`src/design/twm_defs.vh`:
```
`ifndef TWM_DEFS_VH
`define TWM_DEFS_VH

// Register byte offsets
`define TWM_OFF_CTRL      8'h00
`define TWM_OFF_COUNT     8'h04
`define TWM_OFF_COMPARE   8'h08
`define TWM_OFF_STATUS    8'h0C
`define TWM_OFF_PORT      8'h10

// Control register fields
`define TWM_CTRL_WGM_LSB  0
`define TWM_CTRL_WGM_MSB  1
`define TWM_CTRL_COM_LSB  2
`define TWM_CTRL_COM_MSB  3
`define TWM_CTRL_FORCE    4

// Status register fields
`define TWM_STAT_OVF      0
`define TWM_STAT_CMP      1

// Port register fields
`define TWM_PORT_VAL      0
`define TWM_PORT_DIR      1

// Waveform modes
`define TWM_WGM_NORMAL    2'h0
`define TWM_WGM_PHASE     2'h1
`define TWM_WGM_CTC       2'h2
`define TWM_WGM_FAST      2'h3

// Compare output actions
`define TWM_COM_OFF       2'h0
`define TWM_COM_TOGGLE    2'h1
`define TWM_COM_CLEAR     2'h2
`define TWM_COM_SET       2'h3

// Counter extremes and reset values
`define TWM_CNT_MAX       8'hFF
`define TWM_CNT_BOTTOM    8'h00
`define TWM_RST_BYTE      8'h00
`define TWM_RST_CTRL      4'h0

`endif

```
`src/design/twm_timer8.v`:
```
// Functional notes
// Compare output mode picks the match action and the pin source.
// Reset clears the internal compare output state to zero.
// Nonzero compare output mode puts the state on the pin; direction bit still gates.
// Pin override depends only on compare output mode, never on waveform mode.
// State can be set up while the pin driver is still off.
// Compare output mode zero leaves the state unchanged at matches.
// New compare output mode acts at next match; force applies it at once.
// Waveform mode alone decides the counting sequence.
// Mode zero always counts up and wraps from FF to 00.
// Mode zero sets overflow flag when counter becomes zero; only cleared elsewhere.
// Mode zero accepts a counter write at any time.
// Mode two clears the counter when it equals the compare value.
// Mode two compare value is unbuffered; low writes wait for wrap.
// Mode two raises the compare flag every period at the top value.
// Mode two with action one toggles the state on every match.
// Mode two sets overflow flag when counter advances from FF to 00; a compare match at FF clears the counter without setting it.
// Mode three counts zero to max, then clears and repeats.
// Mode three: action two clears at match, sets at bottom; three inverts.
// Mode three sets overflow flag each time the counter is at max.
// Mode three gives one period every 256 timer ticks.
// Mode three: compare zero gives spike, compare max gives constant level.
// Mode three with action one toggles on match with buffered compare.
// Mode three buffers compare writes until bottom; mode one never loads them; modes zero and two write directly.
// Force strobe in non-PWM modes acts as a match without flag or clear.
// Compare flag sets one tick after equality; cleared by one-write or acknowledge.
// All updates run on mclk and advance only on timer tick enable; bus writes, the force strobe and flag clears act without a tick.
//
// The register offsets and register access over APB were chosen for this implementation.
`timescale 1ns/1ps
`default_nettype none
`include "twm_defs.vh"

module twm_timer8 #(
  parameter CNT_W = 8
) (
  input  wire              mclk,
  input  wire              reset,
  input  wire              timer_tick,
  input  wire              overflow_ack,
  input  wire              compare_ack,
  input  wire              psel,
  input  wire              penable,
  input  wire              pwrite,
  input  wire [7:0]        paddr,
  input  wire [31:0]       pwdata,
  output reg  [31:0]       prdata,
  output reg               pready,
  output reg               pslverr,
  output reg               pin_out,
  output reg               pin_oe_n,
  output reg               compare_output_state,
  output reg               overflow_flag,
  output reg               compare_flag
);

  // Register state
  reg [1:0]       waveform_mode_q;
  reg [1:0]       compare_output_mode_q;
  reg [CNT_W-1:0] counter_value_q;
  reg [CNT_W-1:0] counter_value_d;
  reg [CNT_W-1:0] compare_value_q;
  reg [CNT_W-1:0] compare_buf_q;
  reg             port_val_q;
  reg             output_pin_direction_q;
  reg             block_q;
  reg             match_seen_q;
  reg             oc_d;
  reg             ovf_set;

  // Candidate next states from the force and tick actions
  reg             force_val;
  reg             tick_val;
  reg [31:0]      rdata_d;
  reg             addr_ok;

  // Transfer phases
  wire setup_ph   = psel & ~penable;
  wire access_ph  = psel & penable & pready;
  wire wr_en      = access_ph & pwrite & ~pslverr;

  // Register write strobes
  wire wr_ctrl    = wr_en & (paddr == `TWM_OFF_CTRL);
  wire wr_count   = wr_en & (paddr == `TWM_OFF_COUNT);
  wire wr_cmp     = wr_en & (paddr == `TWM_OFF_COMPARE);
  wire wr_stat    = wr_en & (paddr == `TWM_OFF_STATUS);
  wire wr_port    = wr_en & (paddr == `TWM_OFF_PORT);

  // Mode decode
  wire is_fast    = (waveform_mode_q == `TWM_WGM_FAST);
  wire is_pwm     = waveform_mode_q[0];
  wire at_max     = (counter_value_q == `TWM_CNT_MAX);

  // Compare match, masked for one tick after a counter write
  wire match_raw  = (counter_value_q == compare_value_q);
  wire match      = timer_tick & match_raw & ~block_q;

  // Force strobe acts only outside PWM modes
  wire force_hit  = wr_ctrl & pwdata[`TWM_CTRL_FORCE] & ~is_pwm;
  wire [1:0] com_new = pwdata[`TWM_CTRL_COM_MSB:`TWM_CTRL_COM_LSB];

  // Overflow event, dropped when a counter write lands on the same edge
  wire ovf_evt    = ovf_set & ~wr_count;

  // Address check and read mux
  always @* begin
    addr_ok = 1'b1;
    rdata_d = 32'h0000_0000;
    case (paddr)
      `TWM_OFF_CTRL: begin
        rdata_d[`TWM_CTRL_WGM_MSB:`TWM_CTRL_WGM_LSB] = waveform_mode_q;
        rdata_d[`TWM_CTRL_COM_MSB:`TWM_CTRL_COM_LSB] = compare_output_mode_q;
      end
      `TWM_OFF_COUNT: begin
        rdata_d[CNT_W-1:0] = counter_value_q;
      end
      `TWM_OFF_COMPARE: begin
        rdata_d[CNT_W-1:0] = compare_buf_q;
      end
      `TWM_OFF_STATUS: begin
        rdata_d[`TWM_STAT_OVF] = overflow_flag;
        rdata_d[`TWM_STAT_CMP] = compare_flag;
      end
      `TWM_OFF_PORT: begin
        rdata_d[`TWM_PORT_VAL] = port_val_q;
        rdata_d[`TWM_PORT_DIR] = output_pin_direction_q;
      end
      default: begin
        addr_ok = 1'b0;
      end
    endcase
  end

  // Ready pulse: no wait state, high in the first access cycle
  always @(posedge mclk) begin
    if (reset) begin
      pready <= 1'b0;
    end else begin
      pready <= setup_ph;
    end
  end

  // Error answer for unmapped offsets, valid with ready
  always @(posedge mclk) begin
    if (reset) begin
      pslverr <= 1'b0;
    end else begin
      pslverr <= setup_ph & ~addr_ok;
    end
  end

  // Read data captured in the setup cycle, held until the next setup
  always @(posedge mclk) begin
    if (reset) begin
      prdata <= 32'h0000_0000;
    end else if (setup_ph) begin
      prdata <= pwrite ? 32'h0000_0000 : rdata_d;
    end
  end

  // Mode fields; the force bit is a strobe and is not stored
  always @(posedge mclk) begin
    if (reset) begin
      waveform_mode_q       <= 2'h0;
      compare_output_mode_q <= `TWM_COM_OFF;
    end else if (wr_ctrl) begin
      waveform_mode_q       <= pwdata[`TWM_CTRL_WGM_MSB:`TWM_CTRL_WGM_LSB];
      compare_output_mode_q <= com_new;
    end
  end

  // Port value and direction bits
  always @(posedge mclk) begin
    if (reset) begin
      port_val_q             <= 1'b0;
      output_pin_direction_q <= 1'b0;
    end else if (wr_port) begin
      port_val_q             <= pwdata[`TWM_PORT_VAL];
      output_pin_direction_q <= pwdata[`TWM_PORT_DIR];
    end
  end

  // Next counter value and overflow event per waveform mode
  always @* begin
    counter_value_d = counter_value_q;
    ovf_set         = 1'b0;
    if (timer_tick) begin
      case (waveform_mode_q)
        `TWM_WGM_NORMAL: begin
          counter_value_d = counter_value_q + 1'b1;
          ovf_set         = at_max;
        end
        `TWM_WGM_CTC: begin
          if (match) begin
            counter_value_d = `TWM_CNT_BOTTOM;
          end else begin
            counter_value_d = counter_value_q + 1'b1;
          end
          ovf_set = at_max & ~match;
        end
        `TWM_WGM_FAST: begin
          counter_value_d = counter_value_q + 1'b1;
          ovf_set         = at_max;
        end
        default: begin
          counter_value_d = counter_value_q;
        end
      endcase
    end
  end

  // Counter: bus write wins over counting
  always @(posedge mclk) begin
    if (reset) begin
      counter_value_q <= `TWM_RST_BYTE;
    end else if (wr_count) begin
      counter_value_q <= pwdata[CNT_W-1:0];
    end else begin
      counter_value_q <= counter_value_d;
    end
  end

  // Match blocking: a counter write masks the match of the next tick
  always @(posedge mclk) begin
    if (reset) begin
      block_q <= 1'b0;
    end else if (wr_count) begin
      block_q <= 1'b1;
    end else if (timer_tick) begin
      block_q <= 1'b0;
    end
  end

  // Software view of the compare value
  always @(posedge mclk) begin
    if (reset) begin
      compare_buf_q <= `TWM_RST_BYTE;
    end else if (wr_cmp) begin
      compare_buf_q <= pwdata[CNT_W-1:0];
    end
  end

  // Active compare: direct outside PWM, loaded at max in fast PWM
  always @(posedge mclk) begin
    if (reset) begin
      compare_value_q <= `TWM_RST_BYTE;
    end else if (wr_cmp & ~is_pwm) begin
      compare_value_q <= pwdata[CNT_W-1:0];
    end else if (is_fast & timer_tick & at_max) begin
      compare_value_q <= compare_buf_q;
    end
  end

  // Waveform events seen by the output unit
  wire match_act  = match & (is_fast | ~is_pwm); // Mode one takes no action
  wire bottom_act = is_fast & at_max;            // Counter leaves max this tick

  // Force action, decoded from the mode written with the strobe
  always @* begin
    force_val = compare_output_state;
    case (com_new)
      `TWM_COM_TOGGLE: force_val = ~compare_output_state;
      `TWM_COM_CLEAR:  force_val = 1'b0;
      `TWM_COM_SET:    force_val = 1'b1;
      default:         force_val = compare_output_state;
    endcase
  end

  // Tick action from the stored mode; bottom wins over match
  always @* begin
    tick_val = compare_output_state;
    case (compare_output_mode_q)
      `TWM_COM_TOGGLE: begin
        if (match_act) begin
          tick_val = ~compare_output_state;
        end
      end
      `TWM_COM_CLEAR: begin
        if (bottom_act) begin
          tick_val = 1'b1;
        end else if (match_act) begin
          tick_val = 1'b0;
        end
      end
      `TWM_COM_SET: begin
        if (bottom_act) begin
          tick_val = 1'b0;
        end else if (match_act) begin
          tick_val = 1'b1;
        end
      end
      default: begin
        tick_val = compare_output_state;
      end
    endcase
  end

  // Next state: force strobe first, then timer tick actions
  always @* begin
    if (force_hit) begin
      oc_d = force_val;
    end else if (timer_tick) begin
      oc_d = tick_val;
    end else begin
      oc_d = compare_output_state;
    end
  end

  // State register, kept across mode changes and pin direction
  always @(posedge mclk) begin
    if (reset) begin
      compare_output_state <= 1'b0;
    end else begin
      compare_output_state <= oc_d;
    end
  end

  // Match remembered for one tick; the flag follows on the next tick
  always @(posedge mclk) begin
    if (reset) begin
      match_seen_q <= 1'b0;
    end else if (timer_tick) begin
      match_seen_q <= match;
    end
  end

  // Overflow flag: hardware set wins over clears
  always @(posedge mclk) begin
    if (reset) begin
      overflow_flag <= 1'b0;
    end else if (ovf_evt) begin
      overflow_flag <= 1'b1;
    end else if (overflow_ack | (wr_stat & pwdata[`TWM_STAT_OVF])) begin
      overflow_flag <= 1'b0;
    end
  end

  // Compare flag: hardware set wins over clears
  always @(posedge mclk) begin
    if (reset) begin
      compare_flag <= 1'b0;
    end else if (timer_tick & match_seen_q) begin
      compare_flag <= 1'b1;
    end else if (compare_ack | (wr_stat & pwdata[`TWM_STAT_CMP])) begin
      compare_flag <= 1'b0;
    end
  end

  // Next mode and port value, so the pin follows a write on the same edge
  wire [1:0] com_mode_d = wr_ctrl ? com_new : compare_output_mode_q;
  wire       port_val_d = wr_port ? pwdata[`TWM_PORT_VAL] : port_val_q;

  // Pin source: compare output state overrides the port value
  always @(posedge mclk) begin
    if (reset) begin
      pin_out <= 1'b0;
    end else if (com_mode_d != `TWM_COM_OFF) begin
      pin_out <= oc_d;
    end else begin
      pin_out <= port_val_d;
    end
  end

  // Driver enable follows the direction bit only
  always @(posedge mclk) begin
    if (reset) begin
      pin_oe_n <= 1'b1;
    end else begin
      pin_oe_n <= ~output_pin_direction_q;
    end
  end

endmodule

`default_nettype wire

```
`config.mk`:
```
export PLATFORM = sky130hd
export DESIGN_NAME = twm_timer8
export DESIGN_NICKNAME = d
export VERILOG_FILES = /design/src/design/twm_timer8.v
export VERILOG_INCLUDE_DIRS = /design/src /design/src/design
export SDC_FILE = /design/constraint.sdc
export NUM_CORES = 1
export LEC_CHECK = 0
export BUFFER_PORTS_ARGS = -buffer_cell sky130_fd_sc_hd__buf_2
export CAP_MARGIN = 20
export CORE_MARGIN = 2
export CORE_UTILIZATION = 55
export DETAILED_ROUTE_END_ITERATION = 12
export PLACE_DENSITY = 0.86
export SLEW_MARGIN = 20
export SYNTH_ARGS = -nofsm -noshare
export SYNTH_HDL_FRONTEND = slang
export SYNTH_SLANG_ARGS = --single-unit
```
`constraint.sdc`:
```
create_clock -name mclk -period 4.5 [get_ports mclk]
set_clock_uncertainty 0.2 [all_clocks]
set_input_delay 0.225 -clock mclk [delete_from_list [all_inputs] [get_ports mclk]]
set_output_delay 0.225 -clock mclk [all_outputs]
set_load 0.01 [all_outputs]
```
# [After elaboration in Yosys (flattened, before gate mapping)]
# Cells that the tools add are included.
[classes] addsub=1 n_reduce_logical=11 bitwise_logic=37 n_eq_ne=14 muxes=31
[ops] op="8-bit 2-to-1 mux" n=6
[ops] op="1-bit bitwise AND" n=25
[ops] op="1-bit 2-to-1 mux" n=17
[ops] op="8-bit by 4-bit == test with 1-bit output (second input constant)" n=2
[ops] op="8-bit case mux with 2 select lines" n=1
[ops] op="2-bit == test (second input constant)" n=6
[ops] op="2-bit case mux with 5 select lines" n=1
[ops] op="2-bit nonzero test" n=5
[ops] op="1-bit NOT" n=9
[ops] op="8-bit by 1-bit adder with 8-bit output (second input constant)" n=1
[ops] op="8-bit by 3-bit == test with 1-bit output (second input constant)" n=1
[ops] op="8-bit by 5-bit == test with 1-bit output (second input constant)" n=1
[ops] op="8-bit == test" n=1
[ops] op="8-bit == test (second input constant)" n=1
[ops] op="8-bit logical NOT" n=1
[ops] op="4-bit case mux with 2 select lines" n=1
[ops] op="1-bit case mux with 3 select lines" n=2
[ops] op="2-bit case mux with 3 select lines" n=1
[ops] op="5-bit OR reduction" n=1
[ops] op="2-bit by 1-bit == test with 1-bit output (second input constant)" n=2
[ops] op="1-bit OR" n=3
[ops] op="3-bit nonzero test" n=1
[ops] op="2-bit logical NOT" n=1
[ops] op="2-bit 2-to-1 mux" n=1
[ops] op="3 further kinds" n=3
[word_totals] wordCells=111 input_bits=48 register_bits=71 output_inout_bits=39

# [Longest topological paths before layout]
# Gate-level depths: netlist (run 1).
[depth] ltp_word=10 ltp_mapped=11 ltp_nobuf=10

# [Worst setup path after synthesis (run 1)]
# OpenSTA, ideal clock, no wires.
[synth_path] kind="flip-flop to flip-flop" start="register counter_value_q[2]" end="register pin_out" required_ns=4.173 t_arrival_ns=2.088 n_path_buf=1 setup_ns=0.127 path_slack_ns=2.084 period_less_slack_ns=2.416 path_stages_with_launch=12 path_cell_list="dfxtp_1 > clkbuf_1 > xor2_1 > nor4_1 > nand3_1 > or2_1 > ha_1 > and3b_1 > o21ai_0 > nor2_1 > a21oi_1 > a32oi_1"
[synth_via] elab_chain_cells=10 word_cells_on_any_way=15 classes_between="eq/ne (2); mux (9); bitwise (4)"
[synth_rtl] item="from (decl)" line_no="twm_timer8.v:60" text="reg [CNT_W-1:0] counter_value_q;"
[synth_rtl] item="from (signal assigned)" line_no="twm_timer8.v:215" text="counter_value_q <= `TWM_RST_BYTE;"
[synth_rtl] item="from (signal assigned)" line_no="twm_timer8.v:217" text="counter_value_q <= pwdata[CNT_W-1:0];"
[synth_rtl] item="from (signal assigned)" line_no="twm_timer8.v:219" text="counter_value_q <= counter_value_d;"
[synth_rtl] item="8-bit == test" line_no="twm_timer8.v:95" text="wire match_raw = (counter_value_q == compare_value_q);"
[synth_rtl] item="1-bit bitwise AND (2 in series)" line_no="twm_timer8.v:96" text="wire match = timer_tick & match_raw & ~block_q;"
[synth_rtl] item="1-bit bitwise AND" line_no="twm_timer8.v:255" text="wire match_act = match & (is_fast | ~is_pwm);"
[synth_rtl] item="1-bit 2-to-1 mux (on tied branches)" line_no="twm_timer8.v:288, twm_timer8.v:281"
[synth_rtl] item="1-bit 2-to-1 mux (on tied branches)" line_no="twm_timer8.v:286, twm_timer8.v:279"
[synth_rtl] item="1-bit case mux with 3 select lines *" line_no="twm_timer8.v:272" text="case (compare_output_mode_q)"
[synth_rtl] item="1-bit 2-to-1 mux *" line_no="twm_timer8.v:302" text="end else if (timer_tick) begin"
[synth_rtl] item="1-bit 2-to-1 mux *" line_no="twm_timer8.v:300" text="if (force_hit) begin"
[synth_rtl] item="1-bit 2-to-1 mux *" line_no="twm_timer8.v:357" text="end else if (com_mode_d != `TWM_COM_OFF) begin"
[synth_rtl] item="to (signal assigned)" line_no="twm_timer8.v:360" text="pin_out <= port_val_d;"
[synth_rtl] item="to (decl)" line_no="twm_timer8.v:50" text="output reg pin_out,"
# Every way passes the cells marked *; elsewhere a longest branch is shown, timed or not.
# A chain may end at the register's enable or synchronous reset.

# [Final worst setup path (run 1)]
[layout_path] start="input port paddr[4]" end="register compare_buf_q[3]"
[layout_via] elab_chain_cells=2
[layout_rtl] item="from (decl)" line_no="twm_timer8.v:45" text="input wire [7:0] paddr,"
[layout_rtl] item="8-bit by 4-bit == test with 1-bit output"
[layout_rtl] item="1-bit bitwise AND" line_no="twm_timer8.v:85" text="wire wr_cmp = wr_en & (paddr == `TWM_OFF_COMPARE);"
[layout_rtl] item="to (signal assigned)" line_no="twm_timer8.v:237" text="compare_buf_q <= `TWM_RST_BYTE;"
[layout_rtl] item="to (signal assigned)" line_no="twm_timer8.v:239" text="compare_buf_q <= pwdata[CNT_W-1:0];"
[layout_rtl] item="to (decl)" line_no="twm_timer8.v:63" text="reg [CNT_W-1:0] compare_buf_q;"
# Every way passes these cells.

==> impl_table.tex, run 1 <==
\begin{tabular}{lr}
\hline
Metric & Value \\
\hline
\multicolumn{2}{l}{\textbf{Clocking}} \\
Clock latency at the later pin of the worst-skew pair & 0.31 ns \\
Hold buffer count at cts & 6 \\
Clock Tree Buf Depth & 2 \\
Buffer type at the clock tree root & clkbuf\_8 \\
TritonCTS clock tree & yes \\
Clock-pin transition on the worst setup and hold timing paths & about 0.09 ns \\
Sinks on the clock net & 47 \\
CTS-repair resized insts & 0 \\
Total CTS buffers & 5 \\
CTS H-Tree Depth & 2 \\
Buffers inserted during post-CTS setup optimization & 0 \\
\multicolumn{2}{l}{\textbf{Placed design}} \\
Count of buffers from port buffering & 38 \\
Estimated wirelength of the detail-placed design & between 4 and 5 mm \\
RD Place Congestion & 0.933 \\
Cell Count Post-Placement & 385 \\
Pre-CTS WS & between 1.5 and 2 ns \\
Placement Cell Area & around 2800 µm² \\
\multicolumn{2}{l}{\textbf{STA}} \\
Number of slew-limit violations in the final report & 0 \\
Time the final worst path needs with I/O delays and setup & 3.05 ns \\
Max transition margin & 0.482 \\
Fin crit share & 0.679 \\
Setup tns final & 0 ns \\
Peak Freq & approximately 0.33 GHz \\
Worst hold slack after final layout & around 0.013 ns \\
Slew at the pin closest to its max-slew limit & 0.772 ns \\
Setup slack after layout & about 1.4 ns \\
Hold Fails Final Rpt & 0 \\
Setup repair after global routing missed its margin & no \\
Final Setup Violations & 0 \\
\multicolumn{2}{l}{\textbf{Run status}} \\
Status & finished clean \\
\multicolumn{2}{l}{\textbf{Synthesis}} \\
Top-area cell type share of the netlist area & 0.352 \\
EDFF count, synth & 0 \\
Leading area contributor after synthesis & dfxtp\_1 \\
Netlist area before placement & 2670 µm² \\
Top cells by area, synth & dfxtp\_1 (35\%), mux2i\_1 (9.7\%), buf\_4 (6.7\%), nor2\_1 (4.6\%), xor2\_1 (3.6\%) \\
Fraction of registers with async set or reset after synthesis & 0 \\
YS warnings & 0 \\
Synth Register Bits & 47 \\
Share of the yosys chip area belonging to registers & 0.352 \\
Syn Inst Count & 310 \\
Syn Area/Cell & between 8 and 9 µm² \\
Count of cell types in the netlist & 45 \\
Flip-flop cell with the highest count after synthesis & dfxtp\_1 \\
\multicolumn{2}{l}{\textbf{Layout}} \\
Non-Filler Cell Area, Final & between 2000 and 3000 µm² \\
Area grow syn2layout & 9.23\% \\
Total inserted antenna cells & 0 \\
Final-stage net count & 398 \\
Leading cell type in the layout, fill and taps excluded & dfxtp\_1 \\
Fraction of final layout cells sized beyond drive strength 1 & 0.154 \\
Most frequent cells in the layout & dfxtp\_1 (47), buf\_2 (38), nor2\_1 (33) \\
Non-filler cells, final & 399 \\
Fill cell total of the finished layout & between 400 and 500 \\
\multicolumn{2}{l}{\textbf{Global route}} \\
GRT Resource Usage Total & 0.238 \\
Largest net degree at the start of global routing & 42 \\
Number of antenna violations at the first check in global routing & 0 \\
Number of global-route vias before repair & about 2.1k \\
Wire length of the first global-routing pass & 10.0 mm \\
Grt ovf & 0 \\
\multicolumn{2}{l}{\textbf{Critical path}} \\
Reg2reg setup slack & 1.59 ns \\
Cells traversed along the worst timing path & dlygate4sd3\_1 -> buf\_2 -> or4\_4 -> nor3\_2 -> nand4b\_1 -> mux2i\_1 -> nor2\_1 \\
Setup Crit Path Kind & in -> reg \\
Nature of the critical path startpoint & primary input \\
Worst reg2reg path depth & 10 \\
End of the worst register-to-register path & compare\_output\_state \\
Highest cell delay on the worst timing path & 0.62 ns \\
Kind of end point of the critical path & flip-flop \\
Arrival time at the worst endpoint & 3.03 ns \\
Critical-path maximum fanout & 11 \\
Highest-delay cell along the critical path & nand4b\_1 \\
Worst reg2reg path startpoint & counter\_value\_q[2] \\
Endpoint required time on the critical path & around 4.5 ns \\
\multicolumn{2}{l}{\textbf{Floorplan}} \\
Die area & 5430 µm² \\
Site row count & 25 \\
Core region area & 4690 µm² \\
I/O pin count & 87 \\
Starting density of the core & 0.569 \\
Vertical die dimension & between 70 and 80 µm \\
Width of the die & 73.7 µm \\
\multicolumn{2}{l}{\textbf{Min path}} \\
Worst hold start & compare\_ack \\
Path class of the lowest-slack min-delay path & in -> reg \\
Cell depth of the worst hold path & 4 \\
End point of the most critical hold path & compare\_flag \\
\multicolumn{2}{l}{\textbf{Power and ir drop}} \\
Cell internal power dissipation & between 0.0005 and 0.0006 W \\
Static Leakage & around 1.3 nW \\
Clk network pwr share & 0.350 \\
Combinational fraction of design power & 0.092 \\
Switching power of the nets & 0.000205 W \\
Switching part of the total & 0.271 \\
Relative contribution of sequential cells to total power & 0.558 \\
PwrDens & 260 nW/µm² \\
Peak supply drop & approximately 0.11 mV \\
\multicolumn{2}{l}{\textbf{Route}} \\
Drt initial violations & 235 \\
Routed via count divided by cell count & 5.85 \\
Via count & roughly 2.3k \\
Routed wire length & 6.21 mm \\
Final antenna-violating net count & 0 \\
Number of iterations in the first detailed-routing pass & 4 \\
Drc violations & 0 \\
Routed WL per cell & 15.6 µm \\
\multicolumn{2}{l}{\textbf{Run}} \\
Number of max-capacitance violations reported & 0 \\
\hline
\end{tabular}
[worst max-delay path by stage]
stage / start / to / slack (ns) / cells after the start
after CTS: paddr[4] / compare_buf_q[0] / 1.46 / 7
final: paddr[4] / compare_buf_q[3] / 1.45 / 7
after detailed placement: paddr[4] / compare_buf_q[2] / 1.66 / 6
after global placement: paddr[4] / compare_buf_q[4] / 1.71 / 6
after floorplan: counter_value_q[2] / pin_out / 2.08 / 11
after global routing: paddr[4] / compare_buf_q[3] / 1.22 / 7
[cells by family after synthesis]
logic type | count (synthesis) | synth area share
adders and majority gates | 6 | 0.0281
muxes | 26 | 0.0974
DFF | 47 | 0.352
xor gates and xnor gates | 15 | 0.0492
AOI/OAI and AO/OA | 59 | 0.141
buffers and inverters | 44 | 0.0998
other | 1 | 0.00140
and+or+nand+nor | 112 | 0.230
[synth_stat cells, types with 4 or more instances]
library cell / instances
xor2_1: 11
nor2_1: 33
a22oi_1: 4
mux2i_1: 26
nand3_1: 19
o21ai_1: 11
and3_1: 4
a211oi_1: 12
dfxtp_1: 47
a31oi_1: 6
clkbuf_1: 12
a21oi_1: 11
xnor2_1: 4
ha_1: 6
inv_1: 4
buf_4: 24
nor2b_1: 5
o21ai_0: 5
nand2_1: 22
nand2b_1: 6
[state kept, by name, summed over array words and instances, names as in the netlist, 2 cells and up]
name	flops
compare_output_mode_q	2
prdata	8
counter_value_q	8
waveform_mode_q	2
compare_buf_q	8
compare_value_q	8
[per-layer routing]
layer  wire length (µm)  vias up  track usage
met5                  0        -            0
met4                113        0       0.0889
met3                464       12       0.0425
met2               2980      109        0.389
met1               2650     1089        0.313
li1                   -     1126            -
[layout make-up]
type	instances	area [µm²]	area share
inverter	4	15.0	0.00515
clock buffer	5	68.8	0.0236
multi-input combinational	242	1550	0.531
sequential	47	941	0.322
timing repair buffer	44	250	0.0858
clock inverter	3	25.0	0.00858
tap	54	67.6	0.0232
[through the flow]
step / total power [W] / utilization
2_1_floorplan: 0.000487 / -
3_3_place_gp: 0.000496 / 0.589
3_5_place_dp: 0.000497 / 0.589
4_1_cts: 0.000761 / 0.622
5_1_grt: 0.000783 / 0.622
6_report: 0.000758 / 0.622
[worst max-delay path, delay by kind of cell]
kind | cells | cell delay [ns]
and+or+nand+nor | 4 | 1.77
buffers and inverters | 2 | 0.69
muxes | 1 | 0.33
[power by group through the flow]
stage               Sequential (W)  Clock, W  Combinational (W)
finish                    0.000423  0.000265          0.0000698
global route              0.000424  0.000283          0.0000765
CTS                       0.000423  0.000269          0.0000687
detailed placement        0.000433         0          0.0000644
global placement          0.000433         0          0.0000630
floorplan                 0.000432         0          0.0000550
No activity file was read; power rests on OpenSTA's default activity.
==> run 2: changes to the inputs <==
--- a/config.mk
+++ b/config.mk
@@ -6,12 +6,13 @@
 export SDC_FILE = /design/constraint.sdc
 export NUM_CORES = 1
 export LEC_CHECK = 0
+export ABC_AREA = 1
 export BUFFER_PORTS_ARGS = -buffer_cell sky130_fd_sc_hd__buf_2
 export CAP_MARGIN = 20
 export CORE_MARGIN = 2
-export CORE_UTILIZATION = 55
+export CORE_UTILIZATION = 53
 export DETAILED_ROUTE_END_ITERATION = 12
-export PLACE_DENSITY = 0.86
+export PLACE_DENSITY = 0.81
 export SLEW_MARGIN = 20
 export SYNTH_ARGS = -nofsm -noshare
 export SYNTH_HDL_FRONTEND = slang
==> constraint.sdc (replaced) <==
create_clock -name mclk -period 3.2 [get_ports mclk]
set_clock_uncertainty 0.2 [all_clocks]
set_input_delay 0.16 -clock mclk [delete_from_list [all_inputs] [get_ports mclk]]
set_output_delay 0.16 -clock mclk [all_outputs]
set_load 0.01 [all_outputs]
==> impl_table.tex, run 2 <==
\begin{tabular}{lr}
\hline
Metric & Value \\
\hline
\multicolumn{2}{l}{\textbf{Run status}} \\
Status & finished clean \\
\multicolumn{2}{l}{\textbf{Layout}} \\
Fill cell total of the finished layout & between 500 and 600 \\
Final-stage net count & 547 \\
Area occupied by multi-input gates & between 1500 and 2000 µm² \\
Most frequent cells in the layout & nand2\_1 (116), inv\_1 (54), dfxtp\_1 (47) \\
Fraction of final layout cells sized beyond drive strength 1 & 0.196 \\
Area grow syn2layout & 11.5\% \\
Sequential cell area & around 940 µm² \\
Total inserted antenna cells & 0 \\
Non-Filler Cell Area, Final & 3410 µm² \\
Leading cell type in the layout, fill and taps excluded & nand2\_1 \\
\multicolumn{2}{l}{\textbf{Synthesis}} \\
Syn Area/Cell & about 6.9 µm² \\
Fraction of registers with async set or reset after synthesis & 0 \\
YS warnings & 0 \\
Share of the yosys chip area belonging to registers & 0.308 \\
Synth Register Bits & 47 \\
Top-area cell type share of the netlist area & 0.308 \\
Count of cell types in the netlist & 38 \\
Post-synth top cells & nand2\_1 (116), inv\_1 (54), dfxtp\_1 (47) \\
EDFF count, synth & 0 \\
Leading area contributor after synthesis & dfxtp\_1 \\
Netlist area before placement & 3060 µm² \\
Syn Inst Count & 446 \\
Cell with the most instances after synthesis & nand2\_1 \\
Top cells by area, synth & dfxtp\_1 (31\%), nand2\_1 (14\%), inv\_1 (6.6\%), buf\_4 (6.4\%), nand3\_1 (4.8\%) \\
Flip-flop cell with the highest count after synthesis & dfxtp\_1 \\
\multicolumn{2}{l}{\textbf{STA}} \\
Setup slack after layout & 0.949 ns \\
Time the final worst path needs with I/O delays and setup & 2.25 ns \\
Setup tns final & 0 ns \\
Number of slew-limit violations in the final report & 0 \\
Hold Fails Final Rpt & 0 \\
Final Setup Violations & 0 \\
Setup repair after global routing missed its margin & no \\
Peak Freq & about 0.44 GHz \\
Fin crit share & 0.703 \\
\multicolumn{2}{l}{\textbf{Global route}} \\
Number of antenna violations at the first check in global routing & 0 \\
GRT Resource Usage Total & 0.235 \\
Number of global-route vias before repair & 2616 \\
Grt ovf & 0 \\
Wire length of the first global-routing pass & 11.8 mm \\
Largest net degree at the start of global routing & 30 \\
\multicolumn{2}{l}{\textbf{Placed design}} \\
Placement Cell Area & 3190 µm² \\
Pre-CTS WS & slightly below 1 ns \\
RD Place Congestion & 0.933 \\
Estimated wirelength of the detail-placed design & 5.41 mm \\
Count of buffers from port buffering & 38 \\
\multicolumn{2}{l}{\textbf{Power and ir drop}} \\
Combinational fraction of design power & 0.098 \\
Clk network pwr share & 0.383 \\
Peak supply drop & 0.260 mV \\
PwrDens & 337 nW/µm² \\
Cell internal power dissipation & between 0.0008 and 0.0009 W \\
Static Leakage & 1.63 nW \\
Switching power of the nets & 0.000287 W \\
Switching part of the total & 0.250 \\
Overall power of the completed layout & 0.00115 W \\
Relative contribution of sequential cells to total power & 0.518 \\
\multicolumn{2}{l}{\textbf{Floorplan}} \\
Die area & between 6000 and 7000 µm² \\
Width of the die & 79.9 µm \\
Vertical die dimension & between 70 and 80 µm \\
I/O pin count & 87 \\
Site row count & 27 \\
Core region area & 5540 µm² \\
Starting density of the core & 0.551 \\
\multicolumn{2}{l}{\textbf{Route}} \\
Total met3 wirelength after detailed routing & $\sim$460 µm \\
Final antenna-violating net count & 0 \\
Number of iterations in the first detailed-routing pass & 5 \\
Routed wire length & between 7 and 8 mm \\
Met2 wire length & about 3.3 mm \\
Highest metal used & met4 \\
Routed WL per cell & approximately 13 µm \\
Via count & 2863 \\
Drc violations & 0 \\
M1 wire length & approximately 3.2 mm \\
Drt initial violations & 145 \\
Routed via count divided by cell count & 5.06 \\
\multicolumn{2}{l}{\textbf{Critical path}} \\
Cell class contributing the biggest share of worst-path delay & simple AND/OR/NAND/NOR gates \\
Arrival time at the worst endpoint & $\sim$2.3 ns \\
Highest cell delay on the worst timing path & 0.53 ns \\
Setup Crit Path Kind & reg -> reg \\
Cells traversed along the worst timing path & inv\_1 -> nand2\_1 -> nand4\_1 -> nor3\_2 -> nand3b\_1 -> ha\_1 -> nor2\_1 -> nor2\_1 -> o21ai\_1 -> nand2\_1 -> nand2\_1 -> nor2\_1 \\
Kind of end point of the critical path & flip-flop \\
Highest-delay cell along the critical path & dfxtp\_1 \\
Endpoint required time on the critical path & 3.20 ns \\
Critical-path maximum fanout & 7 \\
Critical path buffer and inverter count & 1 \\
Nature of the critical path startpoint & flip-flop \\
\multicolumn{2}{l}{\textbf{Clocking}} \\
Clock latency at the later pin of the worst-skew pair & 0.31 ns \\
CTS-repair resized insts & 0 \\
Total CTS buffers & 5 \\
Buffer type at the clock tree root & clkbuf\_8 \\
CTS H-Tree Depth & 2 \\
TritonCTS clock tree & yes \\
Clock-pin transition on the worst setup and hold timing paths & roughly 0.09 ns \\
Sinks on the clock net & 47 \\
Clock Tree Buf Depth & 2 \\
\multicolumn{2}{l}{\textbf{Run}} \\
Number of max-capacitance violations reported & 0 \\
\multicolumn{2}{l}{\textbf{Min path}} \\
Path class of the lowest-slack min-delay path & in -> reg \\
\hline
\end{tabular}
-- run 2: changes by cell type in the layout (fill, tap and decap cells not counted), sizes merged, moves of 6 or more --
cell,before,now
nand2,22,126
a211oi,12,0
mux2i,26,0
a21oi,11,37
nand3,19,33
nand2b,6,0
xor2,11,4
o21ai,16,34
inv,4,65
-- run 2: path summary, 6_finish.rpt --
check | start | end | slack, ns | cells past startpoint
worst max register to register | counter_value_q[4] | compare_output_state | 0.95 | 12
worst min-delay path | paddr[4] | pslverr | 0.03 | 4
worst min register to register | output_pin_direction_q | pin_oe_n | 0.23 | 1
worst max-delay path | counter_value_q[4] | compare_output_state | 0.95 | 12
-- run 2: tightest hold or removal path, stage by stage --
cell    delay, ns
buf_2        0.10
inv_2        0.09
nor3_4       0.07
nor2_1       0.09
-- run 2: repair_timing --
item	CTS	global route
endpoints found under the hold margin	18	0
buffers inserted	0	0
hold buffers	10	0
-- run 2: logic make-up (layout without fill, tap and decap cells) --
| kind of cell | count (synthesis) | in the layout | share of synthesized area |
|---|---|---|---|
| AND/OR/NAND/NOR | 208 | 208 | 0.345 |
| XOR/XNOR | 4 | 4 | 0.0115 |
| buffers and inverters | 99 | 124 | 0.161 |
| adder cells (fa/ha/maj) | 6 | 6 | 0.0246 |
| flip-flops | 47 | 47 | 0.308 |
| AO/OA/AOI/OAI | 81 | 81 | 0.149 |
| other | 1 | 24 | 0.00123 |
-- run 2: power groups by stage --
stage | Clock (W) | Sequential (W) | Combinational (W)
after floorplan | 0 | 0.000608 | 0.0000887
after global placement | 0 | 0.000608 | 0.0000997
after detailed placement | 0 | 0.000608 | 0.000102
after CTS | 0.000447 | 0.000595 | 0.000111
after global routing | 0.000471 | 0.000595 | 0.000128
final | 0.000440 | 0.000595 | 0.000113
-- run 2: stage by stage --
step           instances   util  hold slack, ns
2_1_floorplan        469      -          0.0439
3_3_place_gp         548  0.576           0.188
3_5_place_dp         548  0.576           0.205
4_1_cts              566  0.615          0.0296
5_1_grt              566  0.615          0.0295
6_report             566  0.615          0.0323
-- run 2: layer usage --
layer | GRT usage | vias up
li1 | - | 1478
met1 | 0.304 | 1280
met2 | 0.398 | 92
met3 | 0.0317 | 13
met4 | 0.0864 | 0
met5 | 0 | -
-- run 2: area by class of cell --
cell class              instances  area share
clock buffers                   5      0.0202
clock inverters                 3      0.0129
inverters                      67      0.0746
multi-input cells             323       0.502
flip-flops and latches         47       0.276
well taps                      72      0.0265
repair buffers                 49      0.0874
==> run 3: changes to the inputs <==
==> constraint.sdc (replaced) <==
create_clock -name mclk -period 2.18 [get_ports mclk]
set_clock_uncertainty 0.2 [all_clocks]
set_input_delay 0.109 -clock mclk [delete_from_list [all_inputs] [get_ports mclk]]
set_output_delay 0.109 -clock mclk [all_outputs]
set_load 0.01 [all_outputs]
==> impl_table.tex, run 3 (synthesized netlist as in run 2, its figures left out) <==
\begin{tabular}{lr}
\hline
Metric & Value \\
\hline
\multicolumn{2}{l}{\textbf{Floorplan}} \\
Width of the die & roughly 80 µm \\
I/O pin count & 87 \\
Vertical die dimension & 79.9 µm \\
Site row count & 27 \\
Core region area & 5540 µm² \\
Starting density of the core & 0.551 \\
Die area & 6390 µm² \\
\multicolumn{2}{l}{\textbf{Power and ir drop}} \\
PwrDens & 481 nW/µm² \\
Static Leakage & 1.70 nW \\
Peak supply drop & 0.293 mV \\
\multicolumn{2}{l}{\textbf{Clocking}} \\
Buffer type at the clock tree root & clkbuf\_8 \\
CTS H-Tree Depth & 2 \\
Clock-pin transition on the worst setup and hold timing paths & roughly 0.09 ns \\
Clock latency at the later pin of the worst-skew pair & around 0.3 ns \\
TritonCTS clock tree & yes \\
Total CTS buffers & 5 \\
Sinks on the clock net & 47 \\
Clock Tree Buf Depth & 2 \\
\multicolumn{2}{l}{\textbf{Route}} \\
Final antenna-violating net count & 0 \\
Drc violations & 0 \\
Routed wire length & 7.47 mm \\
Routed via count divided by cell count & 4.96 \\
Number of iterations in the first detailed-routing pass & 4 \\
Routed WL per cell & about 13 µm \\
Drt initial violations & 173 \\
Via count & between 2k and 3k \\
\multicolumn{2}{l}{\textbf{Critical path}} \\
Cells traversed along the worst timing path & inv\_1 -> nand2\_1 -> nand4\_1 -> nor3\_2 -> nand3b\_1 -> ha\_2 -> nor2\_1 -> nor2\_1 -> o21ai\_1 -> nand2\_1 -> nand2\_2 -> a21oi\_2 \\
Critical-path maximum fanout & 3 \\
Highest cell delay on the worst timing path & 0.38 ns \\
Endpoint required time on the critical path & 2.23 ns \\
Highest-delay cell along the critical path & dfxtp\_2 \\
Setup Crit Path Kind & reg -> reg \\
Kind of end point of the critical path & flip-flop \\
Arrival time at the worst endpoint & 2.09 ns \\
Nature of the critical path startpoint & flip-flop \\
\multicolumn{2}{l}{\textbf{STA}} \\
Worst hold slack after final layout & slightly above 0.009 ns \\
Peak Freq & 0.489 GHz \\
Final Setup Violations & 0 \\
Setup repair after global routing missed its margin & no \\
Hold Fails Final Rpt & 0 \\
Setup tns final & 0 ns \\
Number of slew-limit violations in the final report & 0 \\
Time the final worst path needs with I/O delays and setup & a little over 2 ns \\
Fin crit share & 0.938 \\
\multicolumn{2}{l}{\textbf{Global route}} \\
Grt ovf & 0 \\
GRT Resource Usage Total & 0.239 \\
Largest net degree at the start of global routing & 30 \\
Number of global-route vias before repair & between 2k and 3k \\
Wire length of the first global-routing pass & 11.9 mm \\
Number of antenna violations at the first check in global routing & 0 \\
\multicolumn{2}{l}{\textbf{Layout}} \\
Non-filler cells, final & 578 \\
Fraction of final layout cells sized beyond drive strength 1 & 0.239 \\
Total inserted antenna cells & 0 \\
Final-stage net count & 559 \\
Non-Filler Cell Area, Final & 3540 µm² \\
Most frequent cells in the layout & nand2\_1 (113), inv\_1 (54), dfxtp\_1 (38) \\
Area grow syn2layout & 16.0\% \\
Finished Core Util & 0.640 \\
Leading cell type in the layout, fill and taps excluded & nand2\_1 \\
\multicolumn{2}{l}{\textbf{Placed design}} \\
RD Place Congestion & $\sim$0.93 \\
Estimated wirelength of the detail-placed design & 5.63 mm \\
Cell Count Post-Placement & 555 \\
Placement Cell Area & 3250 µm² \\
Count of buffers from port buffering & 38 \\
\multicolumn{2}{l}{\textbf{Min path}} \\
Path class of the lowest-slack min-delay path & in -> reg \\
\multicolumn{2}{l}{\textbf{Run}} \\
Number of max-capacitance violations reported & 0 \\
\multicolumn{2}{l}{\textbf{Run status}} \\
Status & finished clean \\
\hline
\end{tabular}
run 3: cell count changes in the layout (fill, tap and decap cells not counted), moves of 2 or more:
cell / change
nand2_2: +3
dlygate4sd3_1: +2
dfxtp_1: -9
nand2_1: -3
dfxtp_4: +3
buf_4: +10
dfxtp_2: +6
run 3: power breakdown:
| part | leakage (nW) | total (W) | internal (W) | switching (W) |
|---|---|---|---|---|
| clock | 0.0581 | 0.000653 | 0.000342 | 0.000311 |
| sequential | 0.385 | 0.000869 | 0.000862 | 0.00000695 |
| combinational | 1.25 | 0.000182 | 0.0000653 | 0.000116 |
run 3: final cells by class:
type	count	area, µm²
clock buffer	5	68.8
sequential	47	960
timing repair buffer	61	400
fill	520	2000
tap	72	90.1
multi-input combinational	323	1730
inverter	67	254
clock inverter	3	43.8
run 3: worst max-delay path, delay by kind of cell, from the launching register on:
family | cells | cell delay (ns)
adder cells (fa/ha/maj) | 1 | 0.35
AO/OA/AOI/OAI | 2 | 0.18
buffers and inverters | 1 | 0.05
flip-flops | 1 | 0.38
AND/OR/NAND/NOR | 8 | 0.81
run 3: path summary, 6_finish.rpt:
path,startpoint,to,slack [ns],depth (start not counted)
min,paddr[0],pslverr,0.009,5
max reg2reg,compare_value_q[2],pin_out,0.13,12
min reg2reg,output_pin_direction_q,pin_oe_n,0.22,1
max,compare_value_q[2],pin_out,0.13,12
run 3: layer usage:
| metal | vias up | routed length (µm) | global-route usage |
|---|---|---|---|
| met5 | - | 0 | 0 |
| met4 | 0 | 128 | 0.0695 |
| met3 | 13 | 389 | 0.0362 |
| met2 | 87 | 3580 | 0.399 |
| met1 | 1262 | 3370 | 0.318 |
| li1 | 1507 | - | - |
run 3: timing repair:
action | in CTS | in global routing
hold endpoints to repair | 28 | 0
setup buffers | 0 | 3
hold buffers | 13 | 0
gates resized for setup | 0 | 19
endpoints found under the setup margin | 0 | 2
run 3: stage by stage:
step / worst slack [ns] / total power, W
2_1_floorplan: 0.306 / 0.00102
5_1_grt: 0.00189 / 0.00177
3_3_place_gp: 0.0820 / 0.00104
6_report: 0.135 / 0.00170
4_1_cts: 0.0512 / 0.00171
3_5_place_dp: 0.0681 / 0.00105
